==> src/inc/bfpg_pkg.sv <==
// Purpose: Constants and types shared by the fault and output-good supervisor.
// Assumes: One 20 MHz clock, synchronous active-high reset.
// Notes:   Times are given in their own unit and converted to cycles here.
// Notes on behaviour
// Valley current comparator is looked at only while the low-side gate is on.
// Over-limit valley current holds off the next cycle until current falls below.
// Feedback above 120 percent latches high-side off and low-side on.
// Feedback below 68 percent starts the undervoltage delay counter.
// Undervoltage lasting 1 ms latches both gates off.
// Undervoltage detection stays disabled until about 2.2 ms after power-on.
// Both fault latches clear only while enable is low; outside drives it low.
// Internal 5 V rail below lockout holds every gate off.
// Supply lockout does not latch; operation resumes when the rail recovers.
// Over-temperature trip shuts off the gate drives.
// Thermal shutdown does not latch; restart when the comparator clears.
// Output-good evaluation stays inactive until soft-start has completed.
// Feedback within 16 percent asserts output-good after a 1.2 ms delay.
// At start-up that delay begins only after 2.2 times soft-start.
// Feedback outside the window drops output-good after 2 us.
// Output-good pin is open drain: pulled low when not good.
// Outside party holds enable high to run; low disables the converter.
// Soft-start period is a fixed 1.4 ms ramp.
// All delays are counted on the internal clock; comparators are synchronised.
// Gate-off conditions beat overvoltage low-side-on, except while overvoltage latched.
package bfpg_pkg;

   localparam int CLK_HZ          = 20_000_000;
   localparam int UV_DELAY_US     = 1000;   // Undervoltage persistence, 1 ms.
   localparam int UV_ENABLE_US    = 2200;   // Undervoltage enable after power-on.
   localparam int SOFT_START_US   = 1400;   // Fixed soft-start ramp.
   localparam int GOOD_BLANK_US   = (SOFT_START_US * 22) / 10; // 2.2 times soft-start.
   localparam int GOOD_DELAY_US   = 1200;   // Output-good qualification.
   localparam int GOOD_DROP_NS    = 2000;   // Output-good drop delay, 2 us.

   // Cycle counts; shortest times round down, none below one.
   localparam int UV_DELAY_CYC    = UV_DELAY_US * (CLK_HZ / 1_000_000);
   localparam int UV_ENABLE_CYC   = UV_ENABLE_US * (CLK_HZ / 1_000_000);
   localparam int SOFT_START_CYC  = SOFT_START_US * (CLK_HZ / 1_000_000);
   localparam int GOOD_BLANK_CYC  = GOOD_BLANK_US * (CLK_HZ / 1_000_000);
   localparam int GOOD_DELAY_CYC  = GOOD_DELAY_US * (CLK_HZ / 1_000_000);
   localparam int GOOD_DROP_CYC   = (GOOD_DROP_NS * (CLK_HZ / 1_000_000)) / 1000;

   localparam int SYNC_WIDTH      = 7;

   // Synchronised comparator results.
   typedef struct packed {
      logic enable;
      logic rail_ok;
      logic over_temp;
      logic overvoltage_trip;
      logic undervoltage_trip;
      logic in_window;
      logic valley_current_limit;
   } bfpg_cmp_t;

   // Gate commands toward the drivers.
   typedef struct packed {
      logic high_side_gate;
      logic low_side_gate;
   } bfpg_gate_t;

   typedef enum logic [3:0] {
      ST_OFF     = 4'b0001,
      ST_SOFT    = 4'b0010,
      ST_BLANK   = 4'b0100,
      ST_RUN     = 4'b1000
   } bfpg_state_t;

endpackage

==> src/verilog/bfpg_sync.sv <==
// Purpose: Three-stage synchroniser with agreement filter for a bus of pin inputs.
// Assumes: Inputs are asynchronous to clock.
// Notes:   A change is taken once stages two and three agree.
`timescale 1ns/100ps
module bfpg_sync
   import bfpg_pkg::*;
#(
   parameter int WIDTH = SYNC_WIDTH
) (
   // Clock and reset.
   input  wire logic             clock,
   input  wire logic             reset,
   // Data.
   input  wire logic [WIDTH-1:0] async_in,
   output logic      [WIDTH-1:0] sync_out
);

   logic [WIDTH-1:0] stage1;
   logic [WIDTH-1:0] stage2;
   logic [WIDTH-1:0] stage3;

   // Stage one feeds only stage two, so metastability never reaches logic.
   always_ff @(posedge clock) begin
      if (reset) begin
         stage1 <= '0;
         stage2 <= '0;
         stage3 <= '0;
      end else begin
         stage1 <= async_in;
         stage2 <= stage1;
         stage3 <= stage2;
      end
   end

   // Each bit changes only when stages two and three agree.
   genvar i;
   generate
      for (i = 0; i < WIDTH; i++) begin : g_bit
         always_ff @(posedge clock) begin
            if (reset) begin
               sync_out[i] <= 1'b0;
            end else if (stage2[i] == stage3[i]) begin
               sync_out[i] <= stage3[i];
            end
         end
      end
   endgenerate

endmodule

==> src/verilog/bfpg_supervisor.sv <==
// Purpose: Fault supervisor and delayed output-good for a step-down controller.
// Assumes: Comparator and enable inputs are asynchronous levels; one 20 MHz clock.
// Notes:   Gate commands are requests that the drivers honour; dead time is elsewhere.
`timescale 1ns/100ps
module bfpg_supervisor
   import bfpg_pkg::*;
#(
   parameter int UV_DELAY   = UV_DELAY_CYC,
   parameter int UV_ENABLE  = UV_ENABLE_CYC,
   parameter int SOFT_START = SOFT_START_CYC,
   parameter int GOOD_BLANK = GOOD_BLANK_CYC,
   parameter int GOOD_DELAY = GOOD_DELAY_CYC,
   parameter int GOOD_DROP  = GOOD_DROP_CYC,
   parameter int CW         = 16
) (
   // Clock and reset.
   input  wire logic clock,
   input  wire logic reset,
   // Pin and comparator inputs.
   input  wire logic enable,
   input  wire logic internal_5v_rail_ok,
   input  wire logic over_temp,
   input  wire logic overvoltage_trip,
   input  wire logic undervoltage_trip,
   input  wire logic feedback_sense_in_window,
   input  wire logic valley_current_limit,
   // Requests from the modulator.
   input  wire logic pwm_high_req,
   input  wire logic pwm_low_req,
   // Gate drive commands.
   output bfpg_gate_t gate,
   // Status.
   output logic      soft_start_done,
   output logic      ov_latched,
   output logic      uv_latched,
   output logic      cycle_hold,
   // Open-drain output-good pin.
   input  wire logic output_good_in,
   output logic      output_good_out,
   output logic      output_good_oe
);

   bfpg_cmp_t   cmp;
   bfpg_state_t state;
   bfpg_state_t next_state;
   logic [CW-1:0] seq_cnt;
   logic [CW-1:0] uv_cnt;
   logic [CW-1:0] uv_en_cnt;
   logic [CW-1:0] good_cnt;
   logic          uv_armed;
   logic          output_good;
   logic          shut;
   bfpg_gate_t    next_gate;

   // All comparator and pin inputs are filtered before use.
   bfpg_sync #(.WIDTH(SYNC_WIDTH)) u_sync (
      .clock    (clock),
      .reset    (reset),
      .async_in ({enable, internal_5v_rail_ok, over_temp, overvoltage_trip,
                  undervoltage_trip, feedback_sense_in_window, valley_current_limit}),
      .sync_out (cmp)
   );

   // Non-latching shut-off: lockout or over-temperature, and enable low.
   assign shut = !cmp.rail_ok || cmp.over_temp || !cmp.enable;

   // Sequencer: soft-start, then output-good blanking, then run.
   always_comb begin
      next_state = state;
      unique case (state)
         ST_OFF:   if (!shut) next_state = ST_SOFT;
         ST_SOFT:  if (shut) next_state = ST_OFF;
                   else if (seq_cnt >= CW'(SOFT_START - 1)) next_state = ST_BLANK;
         ST_BLANK: if (shut) next_state = ST_OFF;
                   else if (seq_cnt >= CW'(GOOD_BLANK - 1)) next_state = ST_RUN;
         ST_RUN:   if (shut) next_state = ST_OFF;
      endcase
   end

   // Auto-restart after lockout or heat because the sequence restarts from off.
   always_ff @(posedge clock) begin
      if (reset) begin
         state <= ST_OFF;
      end else begin
         state <= next_state;
      end
   end

   // Sequence counter runs from the start of soft-start to the end of blanking.
   always_ff @(posedge clock) begin
      if (reset || state == ST_OFF || state == ST_RUN) begin
         seq_cnt <= '0;
      end else begin
         seq_cnt <= seq_cnt + CW'(1);
      end
   end

   assign soft_start_done = (state == ST_BLANK) || (state == ST_RUN);

   // Undervoltage arms 2.2 ms after power-on; power-on is enable with a good rail.
   always_ff @(posedge clock) begin
      if (reset || !cmp.enable || !cmp.rail_ok) begin
         uv_en_cnt <= '0;
         uv_armed  <= 1'b0;
      end else if (uv_en_cnt >= CW'(UV_ENABLE - 1)) begin
         uv_armed  <= 1'b1;
      end else begin
         uv_en_cnt <= uv_en_cnt + CW'(1);
      end
   end

   // Undervoltage delay counter runs while the trip persists.
   always_ff @(posedge clock) begin
      if (reset || !cmp.undervoltage_trip || !uv_armed) begin
         uv_cnt <= '0;
      end else if (uv_cnt < CW'(UV_DELAY)) begin
         uv_cnt <= uv_cnt + CW'(1);
      end
   end

   // Fault latches; enable low clears them, and only that does.
   always_ff @(posedge clock) begin
      if (reset || !cmp.enable) begin
         ov_latched <= 1'b0;
         uv_latched <= 1'b0;
      end else begin
         if (cmp.overvoltage_trip) ov_latched <= 1'b1;
         if (uv_cnt >= CW'(UV_DELAY - 1) && cmp.undervoltage_trip) begin
            uv_latched <= 1'b1;
         end
      end
   end

   // Valley current is judged only while the low-side gate is on.
   always_ff @(posedge clock) begin
      if (reset || shut) begin
         cycle_hold <= 1'b0;
      end else if (gate.low_side_gate && cmp.valley_current_limit) begin
         cycle_hold <= 1'b1;
      end else if (!cmp.valley_current_limit) begin
         cycle_hold <= 1'b0;
      end
   end

   // Gate priority: latched overvoltage wins, then every gate-off cause, then PWM.
   always_comb begin
      next_gate = '0;
      if (ov_latched) begin
         next_gate.low_side_gate = 1'b1;
      end else if (shut || uv_latched || state == ST_OFF) begin
         next_gate = '0;
      end else begin
         next_gate.high_side_gate = pwm_high_req && !pwm_low_req && !cycle_hold;
         next_gate.low_side_gate  = pwm_low_req && !pwm_high_req;
      end
   end

   // Registered so the drivers never see a combinational glitch.
   always_ff @(posedge clock) begin
      if (reset) begin
         gate <= '0;
      end else begin
         gate <= next_gate;
      end
   end

   // Output-good: rise after a qualification delay, fall after a short drop delay.
   // Keyed on the next state, so output-good drops on the same edge as a shutdown.
   always_ff @(posedge clock) begin
      if (reset || next_state != ST_RUN || uv_latched || ov_latched) begin
         good_cnt    <= '0;
         output_good <= 1'b0;
      end else if (output_good == cmp.in_window) begin
         good_cnt <= '0;
      end else if (!output_good && good_cnt >= CW'(GOOD_DELAY - 1)) begin
         output_good <= 1'b1;
         good_cnt    <= '0;
      end else if (output_good && good_cnt >= CW'(GOOD_DROP - 1)) begin
         output_good <= 1'b0;
         good_cnt    <= '0;
      end else begin
         good_cnt <= good_cnt + CW'(1);
      end
   end

   // Open drain: drive low when not good, release when good.
   assign output_good_out = 1'b0;
   assign output_good_oe  = !output_good;

   // Sequencer checks: any shut cause stops the sequence, which restarts from off.
   AST_SHUT_OFF: assert property (@(posedge clock) disable iff (reset)
      shut |=> state == ST_OFF)
      else $error("Sequence kept running through a shut-off cause.");
   AST_RESTART: assert property (@(posedge clock) disable iff (reset)
      (state == ST_OFF && !shut) |=> state == ST_SOFT)
      else $error("Sequence did not restart once the shut-off cause cleared.");
   AST_SEQ_ZERO: assert property (@(posedge clock) disable iff (reset)
      state == ST_OFF |=> seq_cnt == '0)
      else $error("Sequence counter not cleared while off.");
   AST_SOFT_HOLD: assert property (@(posedge clock) disable iff (reset)
      (state == ST_SOFT && !shut && seq_cnt < CW'(SOFT_START - 1)) |=> state == ST_SOFT)
      else $error("Soft-start ended early.");
   AST_SOFT_END: assert property (@(posedge clock) disable iff (reset)
      (state == ST_SOFT && !shut && seq_cnt >= CW'(SOFT_START - 1)) |=> state == ST_BLANK)
      else $error("Soft-start did not end on time.");
   AST_BLANK_HOLD: assert property (@(posedge clock) disable iff (reset)
      (state == ST_BLANK && seq_cnt < CW'(GOOD_BLANK - 1)) |=> state != ST_RUN)
      else $error("Output-good blanking ended early.");
   AST_SSD_OFF: assert property (@(posedge clock) disable iff (reset)
      shut |=> !soft_start_done)
      else $error("Soft-start reported done after a shut-off.");

   // Undervoltage checks: nothing counts before arming, and the latch waits out the delay.
   AST_ARM_DROP: assert property (@(posedge clock) disable iff (reset)
      (!cmp.enable || !cmp.rail_ok) |=> !uv_armed)
      else $error("Undervoltage stayed armed without enable and a good rail.");
   AST_UV_IDLE: assert property (@(posedge clock) disable iff (reset)
      !uv_armed |=> uv_cnt == '0)
      else $error("Undervoltage delay counted before arming.");
   AST_UV_ARM: assert property (@(posedge clock) disable iff (reset)
      $rose(uv_latched) |-> uv_armed)
      else $error("Undervoltage latched before detection was enabled.");
   AST_UV_COUNT: assert property (@(posedge clock) disable iff (reset)
      (uv_armed && cmp.undervoltage_trip && uv_cnt < CW'(UV_DELAY))
         |=> uv_cnt == $past(uv_cnt) + CW'(1))
      else $error("Undervoltage delay did not advance during a trip.");
   AST_UV_LATE: assert property (@(posedge clock) disable iff (reset)
      $rose(uv_latched) |-> $past(uv_cnt) >= CW'(UV_DELAY - 1))
      else $error("Undervoltage latched before the delay ran out.");
   AST_UV_GATES: assert property (@(posedge clock) disable iff (reset)
      (uv_latched && !ov_latched) |=> !gate.high_side_gate && !gate.low_side_gate)
      else $error("Latched undervoltage left a gate on.");

   // Fault latch checks: a trip sets its latch and only enable low clears it.
   AST_OV_SET: assert property (@(posedge clock) disable iff (reset)
      (cmp.overvoltage_trip && cmp.enable) |=> ov_latched)
      else $error("Overvoltage trip did not latch.");
   AST_OV_KEEP: assert property (@(posedge clock) disable iff (reset)
      (ov_latched && cmp.enable) |=> ov_latched)
      else $error("Overvoltage latch dropped while enable high.");
   AST_UV_KEEP: assert property (@(posedge clock) disable iff (reset)
      (uv_latched && cmp.enable) |=> uv_latched)
      else $error("Undervoltage latch dropped while enable high.");
   AST_LATCH_CLEAR: assert property (@(posedge clock) disable iff (reset)
      !cmp.enable |=> !ov_latched && !uv_latched)
      else $error("Fault latch survived enable low.");
   AST_OV_CLEAR: assert property (@(posedge clock) disable iff (reset)
      $fell(ov_latched) |-> !$past(cmp.enable))
      else $error("Overvoltage latch cleared while enable high.");

   // Current limit checks: the comparator counts only while the low side conducts.
   AST_HOLD_SET: assert property (@(posedge clock) disable iff (reset)
      (gate.low_side_gate && cmp.valley_current_limit && !shut) |=> cycle_hold)
      else $error("Valley current over limit did not hold the next cycle.");
   AST_HOLD_IGNORE: assert property (@(posedge clock) disable iff (reset)
      (!gate.low_side_gate && !cycle_hold) |=> !cycle_hold)
      else $error("Current limit judged while the low side was off.");
   AST_HOLD_DROP: assert property (@(posedge clock) disable iff (reset)
      !cmp.valley_current_limit |=> !cycle_hold)
      else $error("Cycle hold stayed after current fell below the limit.");
   AST_HOLD: assert property (@(posedge clock) disable iff (reset)
      cycle_hold |=> !gate.high_side_gate)
      else $error("Cycle started during current limit.");

   // Gate checks: overvoltage keeps the low side on, every other fault keeps both off.
   AST_OV_GATES: assert property (@(posedge clock) disable iff (reset)
      ov_latched |=> (gate.low_side_gate && !gate.high_side_gate))
      else $error("Latched overvoltage did not force the gates.");
   AST_LOCKOUT: assert property (@(posedge clock) disable iff (reset)
      (!cmp.rail_ok && !ov_latched) |=> gate == '0)
      else $error("Gate on during supply lockout.");
   AST_THERMAL: assert property (@(posedge clock) disable iff (reset)
      (cmp.over_temp && !ov_latched) |=> gate == '0)
      else $error("Gate on during over-temperature.");
   AST_OFF_GATES: assert property (@(posedge clock) disable iff (reset)
      (state == ST_OFF && !ov_latched) |=> gate == '0)
      else $error("Gate on while the sequence is off.");
   AST_NO_SHOOT: assert property (@(posedge clock) disable iff (reset)
      !(gate.high_side_gate && gate.low_side_gate))
      else $error("Both gates commanded on together.");

   // Output-good checks. The drop check skips falls forced by shutdown or a latched fault,
   // which take no delay.
   AST_GOOD_ONLY_RUN: assert property (@(posedge clock) disable iff (reset)
      output_good |-> state == ST_RUN)
      else $error("Output-good outside run state.");
   AST_GOOD_FAULT: assert property (@(posedge clock) disable iff (reset)
      (uv_latched || ov_latched) |=> !output_good)
      else $error("Output-good high with a latched fault.");
   AST_GOOD_WAIT: assert property (@(posedge clock) disable iff (reset)
      (!output_good && !cmp.in_window) |=> !output_good)
      else $error("Output-good rose while feedback was outside the window.");
   AST_GOOD_RISE: assert property (@(posedge clock) disable iff (reset)
      $rose(output_good) |-> $past(good_cnt) >= CW'(GOOD_DELAY - 1))
      else $error("Output-good rose before the qualification delay.");
   AST_GOOD_FALL: assert property (@(posedge clock) disable iff (reset)
      ($fell(output_good) && $past(next_state) == ST_RUN && !$past(uv_latched)
         && !$past(ov_latched)) |-> $past(good_cnt) >= CW'(GOOD_DROP - 1))
      else $error("Output-good dropped before the drop delay.");
   AST_GOOD_OD: assert property (@(posedge clock) disable iff (reset)
      output_good_oe == !output_good && output_good_out == 1'b0)
      else $error("Output-good pin drive wrong.");

endmodule

==> config.mk <==
export PLATFORM = sky130hd
export DESIGN_NAME = bfpg_supervisor
export DESIGN_NICKNAME = d
export VERILOG_FILES = /design/src/inc/bfpg_pkg.sv /design/src/verilog/bfpg_sync.sv /design/src/verilog/bfpg_supervisor.sv
export SDC_FILE = /design/constraint.sdc
export NUM_CORES = 1
export LEC_CHECK = 0
export BUFFER_PORTS_ARGS = -buffer_cell sky130_fd_sc_hd__buf_2
export CAP_MARGIN = 30
export CORE_MARGIN = 2
export CORE_UTILIZATION = 30
export DETAILED_ROUTE_END_ITERATION = 8
export PLACE_DENSITY_LB_ADDON = 0.15
export RECOVER_POWER = 100
export SKIP_CTS_REPAIR_TIMING = 1
export SLEW_MARGIN = 10
export SYNTH_ARGS = -nofsm -noshare
export SYNTH_HDL_FRONTEND = slang
export SYNTH_SLANG_ARGS = --single-unit
==> constraint.sdc <==
create_clock -name clock -period 3.7 [get_ports clock]
set_clock_uncertainty 0.15 [all_clocks]
set_input_delay 0.185 -clock clock [delete_from_list [all_inputs] [get_ports clock]]
set_output_delay 0.185 -clock clock [all_outputs]
set_load 0.01 [all_outputs]
=== Word level (Yosys, flattened, before mapping) ===
Index checks and enable logic that the tools add are counted.

* Register bits: 103
* Output and inout port bits: 8
* Logic and storage cells: 95

* $add $sub $neg: 4
* Order comparisons: 7
* Eq/ne operators: 14
* Muxes and demuxes: 13
* Bitwise logic cells: 1
* Reductions and logical operators: 34

{| class="wikitable"
|+ Operator list
! kind !! count
|-
| $add 16x1->16 const B || 4
|-
| $ge 16x15->1 const B || 3
|-
| $ge 16x16->1 const B || 2
|-
| $mux 4 || 6
|-
| $ge 16x6->1 const B || 1
|-
| $lt 16x15->1 const B || 1
|-
| $pmux 4 s4 || 1
|-
| $logic_or 1x1->1 || 15
|-
| $eq 1x1->1 || 8
|-
| $logic_not 1->1 || 8
|-
| $logic_and 1x1->1 || 7
|-
| $mux 1 || 6
|-
| $eq 4x1->1 const B || 1
|-
| $eq 4x2->1 const B || 1
|-
| $eq 4x3->1 const B || 1
|-
| $eq 4x4->1 const B || 1
|-
| $ne 4x4->1 const B || 1
|-
| $reduce_or 4->1 || 1
|-
| $reduce_or 3->1 || 1
|-
| $ne 2x2->1 const B || 1
|-
| $reduce_and 2->1 || 1
|-
| $reduce_bool 2->1 || 1
|-
| $not 1->1 || 1
|}

=== Longest topological paths before layout ===
* Depth in word-level cells: 10
* Depth in mapped cells: 7
* Depth with buffers taken out: 6

=== By module ===
A second synthesis with hierarchy kept.

* Cell total of the unflattened synthesis: 495
* Area total of the unflattened synthesis: 4550.6 µm²

{| class="wikitable"
|+ Modules (own cells, without submodules)
! module !! times used !! cells an instance !! area an instance (µm²) !! seq. area each (µm²)
|-
| bfpg_supervisor || 1 || 422 || 3637.2 || 1501.4
|-
| bfpg_sync || 1 || 73 || 913.4 || 560.5
|}

=== Least setup slack after synthesis ===
Ideal clock, no wire load.

* Path type: register to register
* Start: reg uv_en_cnt[12]
* End: reg uv_en_cnt[2]
* Library setup time: 0.126 ns
* Data arrival time: 1.570 ns
* Slack: 1.854 ns
* Cell stages (with the launch flop): 7
* Path buffers: 1
* Period minus slack after synthesis: 1.846 ns
* Path through: dfxtp_1 or3b_1 or3_4 buf_6 o211a_1 xnor2_1 nor2_1

* Longest elaborated chain between the ends: 1

{| class="wikitable"
|+ Ends and longest elaborated chain
! element !! line !! text
|-
| start, declared || bfpg_supervisor.sv:48 || <nowiki>logic [CW-1:0] uv_en_cnt;</nowiki>
|-
| start signal, assigned || bfpg_supervisor.sv:108 || <nowiki>uv_en_cnt <= uv_en_cnt + CW'(1);</nowiki>
|-
| $ge 16x16->1 || bfpg_supervisor.sv:105 || <nowiki>end else if (uv_en_cnt >= CW'(UV_ENABLE - 1)) begin</nowiki>
|}

No other way between the ends.
A chain may end at the register's enable or synchronous reset.

=== Worst setup path in the final report ===
* Start: reg good_cnt[0]
* End: reg good_cnt[9]

* Longest elaborated chain between the ends: 3
* Elaborated cells between the ends (all ways): 6
* Those cells by class: add/sub: 1; order compare: 2; reduce/logical: 3

{| class="wikitable"
|+ Ends and longest elaborated chain
! element !! line !! text
|-
| start, declared || bfpg_supervisor.sv:49 || <nowiki>logic [CW-1:0] good_cnt;</nowiki>
|-
| start signal, assigned || bfpg_supervisor.sv:182 || <nowiki>good_cnt <= good_cnt + CW'(1);</nowiki>
|-
| $ge 16x15->1 / $ge 16x6->1 (equally long branches) || bfpg_supervisor.sv:175, bfpg_supervisor.sv:178 ||
|-
| $logic_and 1x1->1 (on tied branches) || bfpg_supervisor.sv:175, bfpg_supervisor.sv:178 ||
|-
| $reduce_or 4->1 (no source line) || - ||
|}

Several ways; a longest one is shown, not always the timed one.

==> impl_metrics.env <==
export IMPL_synth_edf_count=0
export IMPL_firstDrtPassIters=6
export IMPL_setup_worst_path_end="good_cnt[9]"
export IMPL_ant_nets=0
export IMPL_critPathLaunch="good_cnt[0]"
export IMPL_io_buffers=17
export IMPL_yosysMostFrequentCell="dfxtp_1"
export IMPL_synth_cell_type_count=67
export IMPL_clk_pin_slew_worst_paths_ns=0.08
export IMPL_fin_crit_ns=2.54
export IMPL_netlist_top_cells_count="dfxtp_1 (103), nor2_1 (68), nand2_1 (34)"
export IMPL_n_fill_cell=1499
export IMPL_hold_class="input pin to flop"
export IMPL_cts_made_buffers=9
export IMPL_cts_tree="built"
export IMPL_drv_slew=0
export IMPL_placed_cell_area_sq_mm=0.00475
export IMPL_ios=20
export IMPL_synth_top_cell_area_share_pct=45.4
export IMPL_synthFlopType="dfxtp_1"
export IMPL_cp_start_kind="flop"
export IMPL_dieArea_sq_mm=0.0161
export IMPL_end_kind="flop"
export IMPL_drc_errors=0
export IMPL_synth_yosys_seq_area_share_pct=45.4
export IMPL_reg2reg_depth=6
export IMPL_p_per_area_mw_per_mm2=413
export IMPL_criticalPathCategory="flop to flop"
export IMPL_p_leak_nw=1.71
export IMPL_tns_ns=0
export IMPL_finalInstanceArea_sq_mm=0.00512
export IMPL_synth_area_leaders="dfxtp_1 (45%), nor2_1 (5.6%), xor2_1 (4.8%)"
export IMPL_area_growth_pct=12.7
export IMPL_core_sq_mm=0.0146
export IMPL_wire_per_inst_um=12.2
export IMPL_tightestPinTransition_ns=1.40
export IMPL_max_freq_ghz=0.394
export IMPL_cts_max_level=3
export IMPL_initial_core_util_pct=31.0
export IMPL_drt_iter0_markers=192
export IMPL_async_flop_share_pct=0
export IMPL_vias=3422
export IMPL_final_util_pct=35.0
export IMPL_fin_nets=538
export IMPL_vdd_ir_drop_worst_mv=0.296
export IMPL_wl_met1_um=4420
export IMPL_via_per_inst=4.81
export IMPL_worstPathArrival_ns=2.59
export IMPL_dp_cells=687
export IMPL_wl_met2_um=3860
export IMPL_place_congestion=0.811
export IMPL_syn_cell_area_sq_mm=0.00454
export IMPL_seq_area_sq_mm=0.00206
export IMPL_max_slew_margin_pct=6.35
export IMPL_dp_hpwl_um=5890
export IMPL_maxUsedRoutingLayer="met4"
export IMPL_grt_max_degree=35
export IMPL_n_antenna_cell=0
export IMPL_yosys_area_top_type="dfxtp_1"
export IMPL_fin_crit_sh_pct=68.5
export IMPL_drive_above_1_share_pct=7.78
export IMPL_num_rows=44
export IMPL_yosys_warnings=0
export IMPL_grt_pass1_wl_um=15100
export IMPL_globalRouteOverflowTotal=0
export IMPL_r2r_start="good_cnt[0]"
export IMPL_holdWs_ns=0.00616
export IMPL_status="completed"
export IMPL_syn_area_per_cell_sq_um=9.01
export IMPL_rrSetupSlack_ns=1.16
export IMPL_grt_setup_unrepaired="false"
export IMPL_grt_usage_pct=11.5
export IMPL_die_height_um=127
export IMPL_clock_latency_ns=0.36
export IMPL_setup_viol=0
export IMPL_dr_wl_met3_um=289
export IMPL_worstPathMaxFanout=15
export IMPL_first_global_vias=3276
export IMPL_cts_path_max_buffers=2
export IMPL_drv_cap=0
export IMPL_instances_no_fill=711
export IMPL_r2r_end="good_cnt[9]"
export IMPL_cts_sinks=103
export IMPL_worstPathRequired_ns=3.75
export IMPL_multi_input_area_sq_mm=0.00230
export IMPL_root_buffer="clkbuf_16"
export IMPL_hold_path_startpoint="pwm_high_req"
export IMPL_finalHoldViolations=0
export IMPL_wirelength_um=8700
export IMPL_synthCells=504
export IMPL_antenna_found_initial=0
export IMPL_ys_ff_latch=103
export IMPL_dieWidth_um=127
==> routing by layer <==
layer  vias up  global-route usage, %
met1      1582                   14.7
met2        33                   18.4
li1       1796                      -
met4         0                   4.27
met3        11                   3.77
met5         -                      0
==> power breakdown <==
group | leakage (nW) | switching (mW) | total, mW | internal (mW)
Sequential | 0.833 | 0.00364 | 1.12 | 1.12
Combinational | 0.724 | 0.0121 | 0.0271 | 0.0150
Clock | 0.148 | 0.483 | 0.967 | 0.484
Total | 1.71 | 0.499 | 2.12 | 1.62
==> placed cells by master, fill, tap and decap left out, drive strengths merged, types with 3 or more instances in the layout <==
| cell type | n |
|---|---|
| a211oi | 6 |
| a21oi | 26 |
| a31o | 3 |
| a31oi | 7 |
| a41o | 3 |
| and2 | 4 |
| and3 | 8 |
| and4 | 6 |
| buf | 9 |
| clkbuf | 18 |
| clkinv | 4 |
| dfxtp | 103 |
| dlygate4sd3 | 8 |
| ha | 4 |
| inv | 17 |
| mux2i | 4 |
| nand2 | 34 |
| nand2b | 3 |
| nand3 | 22 |
| nand4 | 8 |
| nor2 | 68 |
| nor2b | 24 |
| nor3 | 8 |
| nor3b | 3 |
| nor4 | 6 |
| o2111ai | 3 |
| o211ai | 10 |
| o21a | 3 |
| o21ai | 22 |
| or3 | 5 |
| or4 | 3 |
| xnor2 | 22 |
| xor2 | 25 |
==> critical path: stages (launching register included) <==
cell and delay, ns:
dfxtp_1 0.35, ha_1 0.23, nand4_1 0.21, o21ai_0 0.29, a21oi_1 0.12, o211ai_1 0.91
nor2_1 0.11
==> how the worst min path moves through the flow <==
stage,endpoint,slack [ns],cells past startpoint
3_3_place_gp,gate[1],0.22,2
6_report,gate[1],0.006,4
2_1_floorplan,gate[1],0.11,1
3_5_place_dp,gate[1],0.22,2
4_1_cts,gate[1],-0.18,2
5_1_grt,gate[1],0.04,4
==> metrics by stage <==
step | worst slack (ns) | power (mW)
2_1_floorplan | 1.85 | 1.16
3_3_place_gp | 1.54 | 1.17
3_5_place_dp | 1.48 | 1.17
4_1_cts | 1.45 | 2.15
5_1_grt | 0.840 | 2.21
6_report | 1.16 | 2.12
==> cell families after synthesis <==
family,after synthesis,share of synthesized area [%]
and+or+nand+nor,211,23.8
DFF,103,45.4
AOI/OAI and AO/OA,99,15.8
xor gates and xnor gates,47,9.23
buffers and inverters,35,3.75
adders and majority gates,4,1.10
muxes,4,0.882
other,1,0.0826
==> state kept, by name (all words and copies together), names as in the netlist, 2 cells and up <==
register and count:
state 4, u_sync.stage2 7, uv_en_cnt 16, good_cnt 16, u_sync.stage1 7, uv_cnt 16
gate 2, seq_cnt 16, u_sync.sync_out 7, u_sync.stage3 7
==> layout make-up <==
type | instances | share of cell area (%)
well taps | 184 | 4.50
flip-flops and latches | 103 | 40.3
repair buffers | 26 | 3.10
multi-input cells | 367 | 44.9
clock inverters | 7 | 1.71
inverters | 15 | 1.10
clock buffers | 9 | 4.40
No activity file was read; power rests on OpenSTA's default activity.
